**config.mk**
```make
export PLATFORM = sky130hd
export DESIGN_NAME = fault_report_routing
export DESIGN_NICKNAME = d
export VERILOG_FILES = /design/src/inc/fault_report_pkg.sv /design/src/rtl/fault_report_routing.sv
export SDC_FILE = /design/constraint.sdc
export NUM_CORES = 1
export LEC_CHECK = 0
export BUFFER_PORTS_ARGS = -buffer_cell sky130_fd_sc_hd__buf_4
export CORE_ASPECT_RATIO = 0.9
export CORE_MARGIN = 8
export CORE_UTILIZATION = 50
export CTS_CLUSTER_DIAMETER = 120
export CTS_CLUSTER_SIZE = 14
export DETAILED_ROUTE_END_ITERATION = 10
export PLACE_DENSITY = 0.83
export SLEW_MARGIN = 10
export SYNTH_ARGS = -nofsm -noshare
export SYNTH_HDL_FRONTEND = slang
export SYNTH_SLANG_ARGS = --single-unit
```
**constraint.sdc**
```tcl
create_clock -name clk -period 3.7 [get_ports clk]
set_input_delay 0.74 -clock clk [delete_from_list [all_inputs] [get_ports clk]]
set_output_delay 0.74 -clock clk [all_outputs]
set_load 0.05 [all_outputs]
```
**src/inc/fault_report_pkg.sv**
```systemverilog
// Constants for the fault reporting and output reaction registers
package fault_report_pkg;

  // ****************************************************************
  // Register map
  // ****************************************************************
  localparam int          ADDR_W            = 4;
  localparam int          DATA_W            = 16;
  localparam logic [3:0]  ADDR_REPORT_MASK  = 4'h9;
  localparam logic [3:0]  ADDR_OUT_REACTION = 4'ha;
  localparam logic [15:0] RST_REPORT_MASK   = 16'h8940;
  localparam logic [15:0] RST_OUT_REACTION  = 16'hc008;

  // ****************************************************************
  // Report mask fields
  // ****************************************************************
  localparam int BIT_MASK_SPARE      = 15;
  localparam int BIT_SC_MASK         = 14;
  localparam int BIT_OC_MASK         = 13;
  localparam int BIT_GM_ROUTE_HI     = 12;
  localparam int BIT_GM_ROUTE_LO     = 11;
  localparam int BIT_UV_MASK         = 10;
  localparam int BIT_OV_MASK         = 9;
  localparam int BIT_SW_OT_EN        = 8;
  localparam int BIT_DRV_OT_MASK     = 7;
  localparam int BIT_LINK_EN         = 6;
  localparam int BIT_CFG_CRC_MASK    = 5;
  localparam int BIT_TRIM_CRC_MASK   = 4;
  localparam int BIT_REG_MASK        = 3;
  localparam int BIT_BIST_MASK       = 2;
  localparam int BIT_ILIM_MASK       = 1;
  localparam int BIT_CLK_MASK        = 0;

  localparam logic [1:0] GM_ROUTE_MASKED = 2'h0;
  localparam logic [1:0] GM_ROUTE_ALARM  = 2'h1;
  localparam logic [1:0] GM_ROUTE_WARN   = 2'h2;
  localparam logic [1:0] GM_ROUTE_LIVE   = 2'h3;

  // ****************************************************************
  // Output reaction fields
  // ****************************************************************
  localparam int BIT_OT_WARN_EN      = 15;
  localparam int BIT_REACT_SPARE     = 14;
  localparam int BIT_SC_REACT_LO     = 12;
  localparam int BIT_REG_REACT       = 11;
  localparam int BIT_REACT_RESERVED  = 10;
  localparam int BIT_OC_REACT_LO     = 8;
  localparam int BIT_SW_OT_REACT_LO  = 6;
  localparam int BIT_REACT_SPARE2_LO = 4;
  localparam int BIT_GM_REACT_LO     = 2;
  localparam int BIT_LINK_REACT_LO   = 0;

  // Bits that do not start a checksum evaluation when written
  localparam logic [15:0] MASK_SPARE_BITS  = 16'h8000;
  localparam logic [15:0] REACT_SPARE_BITS = 16'h4030;

  typedef enum logic [1:0] {
    REACT_PULL_LOW  = 2'h0,
    REACT_PULL_HIGH = 2'h1,
    REACT_HIZ       = 2'h2,
    REACT_NONE      = 2'h3
  } reaction_t;

  // ****************************************************************
  // Fault detector inputs
  // ****************************************************************
  localparam int NUM_FAULTS = 13;
  localparam int F_SC       = 0;
  localparam int F_OC       = 1;
  localparam int F_GM       = 2;
  localparam int F_UV       = 3;
  localparam int F_OV       = 4;
  localparam int F_SW_OT    = 5;
  localparam int F_DRV_OT   = 6;
  localparam int F_LINK     = 7;
  localparam int F_CFG_CRC  = 8;
  localparam int F_TRIM_CRC = 9;
  localparam int F_REG      = 10;
  localparam int F_BIST     = 11;
  localparam int F_ILIM     = 12;

endpackage

```
**src/rtl/fault_report_routing.sv**
```systemverilog
// Fault reporting masks, alarm/warning routing and output stage reaction select
`timescale 1ns/1ps
//
// Function
// - Mask bit 15 is spare storage; writing it alone starts no checksum evaluation.
// - Bit 14 zero reports short-circuit on alarm; one masks it.
// - Bit 13 zero reports overcurrent on alarm; one masks it.
// - Bits 12-11 route gate monitor: mask, alarm, warning, or live gate state.
// - Bit 10 zero reports secondary undervoltage faults on alarm; one masks.
// - Bit 9 zero reports secondary overvoltage faults on alarm; one masks.
// - Bit 8 one reports switch overtemperature on alarm; zero masks it.
// - Bit 7 masks driver overtemperature on alarm; shutdown happens regardless.
// - Bit 6 one reports cross-barrier link fault on alarm; zero masks.
// - Bit 5 zero reports configuration checksum fault on alarm; one masks.
// - Bit 4 zero reports trim checksum fault on fault outputs; one masks.
// - Bit 3 zero reports internal regulator fault on alarm; one masks.
// - Bit 2 zero reports self-test failure on alarm and warning; one masks.
// - Bit 1 zero reports regulator current-limit fault on alarm; one masks.
// - Bit 0 zero reports clock monitor fault on alarm; one masks.
// - Short-circuit reaction field: pull low, pull high, reserved, no action.
// - Gate monitor reaction field resets to high impedance; other codes as usual.
// - Writing one to a reserved configuration bit sets the checksum fault flag.
// - Overtemperature warning enable bit, reset one, gates the driver warning.

module fault_report_routing (
  // Clock and reset
  input  wire logic                                  clk,
  input  wire logic                                  resetn,
  // Register access port
  input  wire logic                                  regWrEn,
  input  wire logic                                  regRdEn,
  input  wire logic [fault_report_pkg::ADDR_W-1:0]   regAddr,
  input  wire logic [fault_report_pkg::DATA_W-1:0]   regWrData,
  output logic      [fault_report_pkg::DATA_W-1:0]   regRdData,
  // Fault detectors
  input  wire logic [fault_report_pkg::NUM_FAULTS-1:0] faultIn,
  input  wire logic                                  clockMonFault,
  input  wire logic                                  gateVoltageState,
  input  wire logic                                  driverOvertempWarn,
  input  wire logic                                  checksumFlagClear,
  // Fault pins
  output logic                                       alarmOutN,
  output logic                                       warningOutN,
  // Output stage and checksum control
  output fault_report_pkg::reaction_t                gateReaction,
  output logic                                       secShutdown,
  output logic                                       checksumEvalStart,
  output logic                                       configChecksumFaultFlag
);
  import fault_report_pkg::*;

  // ****************************************************************
  // Configuration registers
  // ****************************************************************
  logic [DATA_W-1:0] faultReportMask_ff;
  logic [DATA_W-1:0] faultOutputReaction_ff;
  logic              wrMask;
  logic              wrReact;

  assign wrMask  = regWrEn && (regAddr == ADDR_REPORT_MASK);
  assign wrReact = regWrEn && (regAddr == ADDR_OUT_REACTION);

  always_ff @(posedge clk) begin
    if (!resetn) begin
      faultReportMask_ff     <= RST_REPORT_MASK;
      faultOutputReaction_ff <= RST_OUT_REACTION;
    end else begin
      if (wrMask) begin
        faultReportMask_ff <= regWrData;
      end
      if (wrReact) begin
        // Reserved bit is not stored
        faultOutputReaction_ff <= regWrData & ~(16'h0001 << BIT_REACT_RESERVED);
      end
    end
  end

  always_ff @(posedge clk) begin
    if (!resetn) begin
      regRdData <= 16'h0000;
    end else if (regRdEn) begin
      case (regAddr)
        ADDR_REPORT_MASK:  regRdData <= faultReportMask_ff;
        ADDR_OUT_REACTION: regRdData <= faultOutputReaction_ff;
        default:           regRdData <= 16'h0000;
      endcase
    end
  end

  // ****************************************************************
  // Checksum evaluation and checksum fault flag
  // ****************************************************************
  logic nxt_checksumEvalStart;

  // Only a change of a functional bit asks for a new evaluation
  assign nxt_checksumEvalStart =
      (wrMask && (((regWrData ^ faultReportMask_ff) & ~MASK_SPARE_BITS) != 16'h0000)) ||
      (wrReact && (((regWrData ^ faultOutputReaction_ff) & ~REACT_SPARE_BITS) != 16'h0000));

  always_ff @(posedge clk) begin
    if (!resetn) begin
      checksumEvalStart <= 1'b0;
    end else begin
      checksumEvalStart <= nxt_checksumEvalStart;
    end
  end

  always_ff @(posedge clk) begin
    if (!resetn) begin
      configChecksumFaultFlag <= 1'b0;
    end else if (wrReact && regWrData[BIT_REACT_RESERVED]) begin
      configChecksumFaultFlag <= 1'b1;
    end else if (checksumFlagClear) begin
      configChecksumFaultFlag <= 1'b0;
    end
  end

  // ****************************************************************
  // Alarm and warning routing
  // ****************************************************************
  logic [1:0] gmRoute;
  logic       alarmAny;
  logic       warnAny;
  logic       cfgCrcFault;

  assign gmRoute     = faultReportMask_ff[BIT_GM_ROUTE_HI:BIT_GM_ROUTE_LO];
  assign cfgCrcFault = faultIn[F_CFG_CRC] || configChecksumFaultFlag;

  always_comb begin
    alarmAny = 1'b0;
    warnAny  = 1'b0;
    if (faultIn[F_SC] && !faultReportMask_ff[BIT_SC_MASK])             alarmAny = 1'b1;
    if (faultIn[F_OC] && !faultReportMask_ff[BIT_OC_MASK])             alarmAny = 1'b1;
    if (faultIn[F_GM] && (gmRoute == GM_ROUTE_ALARM))                  alarmAny = 1'b1;
    if (faultIn[F_GM] && (gmRoute == GM_ROUTE_WARN))                   warnAny  = 1'b1;
    if (gateVoltageState && (gmRoute == GM_ROUTE_LIVE))                warnAny  = 1'b1;
    if (faultIn[F_UV] && !faultReportMask_ff[BIT_UV_MASK])             alarmAny = 1'b1;
    if (faultIn[F_OV] && !faultReportMask_ff[BIT_OV_MASK])             alarmAny = 1'b1;
    if (faultIn[F_SW_OT] && faultReportMask_ff[BIT_SW_OT_EN])          alarmAny = 1'b1;
    if (faultIn[F_DRV_OT] && !faultReportMask_ff[BIT_DRV_OT_MASK])     alarmAny = 1'b1;
    if (faultIn[F_LINK] && faultReportMask_ff[BIT_LINK_EN])            alarmAny = 1'b1;
    if (cfgCrcFault && !faultReportMask_ff[BIT_CFG_CRC_MASK])          alarmAny = 1'b1;
    if (faultIn[F_TRIM_CRC] && !faultReportMask_ff[BIT_TRIM_CRC_MASK]) begin
      alarmAny = 1'b1;
      warnAny  = 1'b1;
    end
    if (faultIn[F_REG] && !faultReportMask_ff[BIT_REG_MASK])           alarmAny = 1'b1;
    if (faultIn[F_BIST] && !faultReportMask_ff[BIT_BIST_MASK]) begin
      alarmAny = 1'b1;
      warnAny  = 1'b1;
    end
    if (faultIn[F_ILIM] && !faultReportMask_ff[BIT_ILIM_MASK])         alarmAny = 1'b1;
    if (clockMonFault && !faultReportMask_ff[BIT_CLK_MASK])            alarmAny = 1'b1;
    if (driverOvertempWarn && faultOutputReaction_ff[BIT_OT_WARN_EN])  warnAny  = 1'b1;
  end

  always_ff @(posedge clk) begin
    if (!resetn) begin
      alarmOutN   <= 1'b1;
      warningOutN <= 1'b1;
    end else begin
      alarmOutN   <= !alarmAny;
      warningOutN <= !warnAny;
    end
  end

  // ****************************************************************
  // Output stage reaction
  // ****************************************************************
  reaction_t nxt_gateReaction;
  logic [1:0] scCode;

  assign scCode = faultOutputReaction_ff[BIT_SC_REACT_LO +: 2];

  always_comb begin
    nxt_gateReaction = REACT_NONE;
    if (faultIn[F_SC]) begin
      // Reserved short-circuit code takes no action
      nxt_gateReaction = (scCode == 2'h2) ? REACT_NONE : reaction_t'(scCode);
    end else if (faultIn[F_OC]) begin
      nxt_gateReaction = reaction_t'(faultOutputReaction_ff[BIT_OC_REACT_LO +: 2]);
    end else if (faultIn[F_SW_OT]) begin
      nxt_gateReaction = reaction_t'(faultOutputReaction_ff[BIT_SW_OT_REACT_LO +: 2]);
    end else if (faultIn[F_GM]) begin
      nxt_gateReaction = reaction_t'(faultOutputReaction_ff[BIT_GM_REACT_LO +: 2]);
    end else if (faultIn[F_LINK]) begin
      nxt_gateReaction = reaction_t'(faultOutputReaction_ff[BIT_LINK_REACT_LO +: 2]);
    end else if (faultIn[F_REG]) begin
      nxt_gateReaction = faultOutputReaction_ff[BIT_REG_REACT] ? REACT_NONE : REACT_PULL_LOW;
    end
  end

  always_ff @(posedge clk) begin
    if (!resetn) begin
      gateReaction <= REACT_NONE;
      secShutdown  <= 1'b0;
    end else begin
      gateReaction <= nxt_gateReaction;
      secShutdown  <= faultIn[F_DRV_OT];
    end
  end

endmodule // fault_report_routing

```
==> results.md <==
- WHS Path Cells: 2
- Final Hold Vio Count: 0
- Clk buf depth: 2
- Max FO, Critical Path: 15
- Clock Root Buffer: clkbuf_8
- DRC errors left: 0
- Worst slew margin: 57.2%
- # H-tree levels: 2
- 1st-pass router iterations: 5
- Tcrit/Tclk final: 45.4%
- Initial antenna violation count: 0
- Area Overhead vs Synth: 20.2%
- Comb pwr share: 16.9%
- LEAKAGE: 1.25 nW
- Worst hold path startpoint: faultOutputReaction_ff[4]$_SDFFE_PN0P_
- ANT nets after route: 0
- GRT overflow: 0
- Initial Util: 51.5%
- Max-cap violation count: 0
- Final net count: 400
- Crit. Startpoint: regAddr[2]
- Worst-path cell chain: buf_4 -> nand2b_2 -> nor2_4 -> a22oi_1 -> a211oi_1
- Endpoints failing setup: 0
- FP Rows: 25
- Syn Nets: 345
- Synth Warn #: 0
- Die W: 93.6 um
- Detailed Route Iter0 Violations: 215
- Critical path type: in -> reg
- Sw Pwr: 0.336 mW
- Ys async rst share: 0%
- Post-synthesis cell count: 304
- Final WL: 7380 um
- I/O pin total: 64
- Flop pwr share: 50.2%
- Critical path data arrival time: 1.92 ns
- Slowest cell on the critical path: nor2_4
- Worst R2R Setup Slack: 2.23 ns
- DP HPWL: 5430 um
- WP buf/inv: 1
- Min-Delay Endpoint: faultOutputReaction_ff[4]$_SDFFE_PN0P_
- Net Sw Frac: 27.7%
- Total GRT Usage: 18.2%
- Vias per cell: 5.59
- Cell area after synthesis: 0.00271 mm^2
- Placed cell count: 419
- Setup Skew: 0.00686 ns
- Syn_area_per_cell: 8.91 um^2
- Worst reg2reg startpoint: faultReportMask_ff[3]$_SDFFE_PN0P_
- DIE AREA: 0.00803 mm^2
- Final min period: 1.68 ns
- Slew @ Worst Pin: 0.642 ns
- Critical Path Start Type: input port
- RSZ-0062 raised after global routing: no
- Detailed-route via count: 2385
- Synthesized flop and latch total: 54
- Max Clk Rate: 0.596 GHz
- Slew Limit Fails: 0
- Worst r2r path cells: 4
- P_int: 0.879 mW
- Vias in the first global route: 2290
- CTS Buf Count: 5
- DR WL/cell: 17.3 um
- Most frequent cells in the layout: 64 x nand2_1, 64 x buf_4, 54 x dfxtp_1
- Top cell family by delay on the critical path: simple AND/OR/NAND/NOR gates
- Outcome: completed
- CTS Hold Bufs: 0
- Finished Layout Cells: 427
- Clk_lat worst skew: 0.32 ns
- Clk pwr share: 32.8%
- Slowest stage delay, CP: 0.43 ns
- Share of layout cells above drive strength 1: 28.9%
- Total negative slack: 0 ns
- Die height: 85.8 um
- Largest net degree at the start of global routing: 43
- Post-CTS Resized: 0
- Antenna cell count: 0
- Seq/Total Area, Yosys: 39.9%
- Total power: 1.22 mW
- Worst endpoint required time: 3.94 ns
- Power Density: 373 mW/mm^2
- Reg2reg end: alarmOutN$_SDFF_PN1_
- First-pass GRT wire length: 11700 um
- Clk pin slew, worst setup/hold paths: 0.10 ns
- Peak VDD IR: 0.268 mV
- Distinct cells, synth: 43
- Total core area: 0.00526 mm^2
- Post-CTS setup buffer count: 0
- Port buffer count: 63
- EDFF count, synth: 0
- Gpl congestion: 0.882
- HP Class: reg -> reg
- Clock sink count: 54
- Synth Flop Type: dfxtp_1
- Worst Setup End Kind: flop
- CTS tree: yes
[worst max-delay path by stage]
stage / to / slack, ns / cells past startpoint
after floorplan: faultReportMask_ff[11]$_SDFFE_PN1P_ / 2.04 / 6
after global placement: regRdData[3]$_SDFFE_PN0P_ / 1.73 / 5
after detailed placement: regRdData[0]$_SDFFE_PN0P_ / 1.71 / 5
after CTS: regRdData[0]$_SDFFE_PN0P_ / 2.03 / 5
after global routing: regRdData[0]$_SDFFE_PN0P_ / 1.92 / 5
final: regRdData[1]$_SDFFE_PN0P_ / 2.02 / 5
[cells in the mapped netlist, types with 2 or more instances]
cell / instances / area share [%]
inv_1: 7 / 0.97
dfxtp_1: 54 / 40
a211oi_1: 5 / 1.4
nand2b_4: 2 / 1.0
o21ai_0: 3 / 0.55
clkbuf_1: 7 / 0.97
o31ai_1: 2 / 0.55
nor2_4: 3 / 1.2
nor4_1: 3 / 0.69
xnor2_1: 15 / 4.9
xor2_1: 12 / 3.9
or2_1: 2 / 0.46
nor2b_1: 9 / 2.1
nand2b_1: 2 / 0.46
a21oi_1: 31 / 5.7
nand3_1: 9 / 1.7
a221oi_1: 2 / 0.65
a211oi_2: 10 / 4.6
buf_6: 4 / 1.7
buf_12: 2 / 1.5
nand4_1: 3 / 0.69
nor2_1: 18 / 2.5
nand2_1: 64 / 8.9
a22oi_2: 10 / 4.6
a22oi_1: 5 / 1.4
buf_2: 2 / 0.37
o22ai_1: 2 / 0.46
[kinds of logic (layout without fill, tap and decap cells)]
kind of cell	Yosys count	in the layout	synth area share, %
and+or+nand+nor	123	123	22.8
DFF	54	54	39.9
buffers and inverters	24	80	5.73
muxes	1	1	0.416
xor gates and xnor gates	27	27	8.73
AOI/OAI and AO/OA	75	75	22.4
[metal layers]
layer	global-route usage (%)	share of wire [%]
met1	24.4	45
met3	5.58	8.8
met5	0	0
met4	6.33	1.6
met2	27.0	45
[registers in the layout, indices dropped and copies added, names as in the netlist]
name and cells:
alarmOutN 1, checksumEvalStart 1, configChecksumFaultFlag 1, faultOutputReaction_ff 15, faultReportMask_ff 16, gateReaction 2
regRdData 16, secShutdown 1, warningOutN 1
[worst min-delay path, stage by stage (launching register included)]
cell     delay, ns
dfxtp_1       0.32
nand2_1       0.05
a21oi_1       0.05
[final cells by class]
type	count	area [um^2]
clock inverters	3	40.0
inverters	8	30.0
well taps	67	83.8
flip-flops and latches	54	1080
clock buffers	5	68.8
repair buffers	64	480
fillers	466	2000
multi-input cells	226	1470
[stage by stage]
| stage | utilization [%] | hold slack [ns] | instance area, um^2 | setup WS [ns] |
|---|---|---|---|---|
| 2_1_floorplan | - | 0.436 | 2710 | 2.04 |
| 3_3_place_gp | 59.9 | 0.451 | 3150 | 1.73 |
| 3_5_place_dp | 59.9 | 0.455 | 3150 | 1.71 |
| 4_1_cts | 62.0 | 0.469 | 3260 | 2.03 |
| 5_1_grt | 62.0 | 0.489 | 3260 | 1.92 |
| 6_report | 62.0 | 0.470 | 3260 | 2.02 |
[power by group through the flow]
stage,Clock [mW],Sequential (mW),Combinational (mW)
floorplan,0,0.664,0.0824
finish,0.399,0.611,0.206
detailed placement,0,0.624,0.204
global placement,0,0.623,0.202
CTS,0.400,0.611,0.205
global route,0.426,0.613,0.219
(Power assumes the default switching activity.)
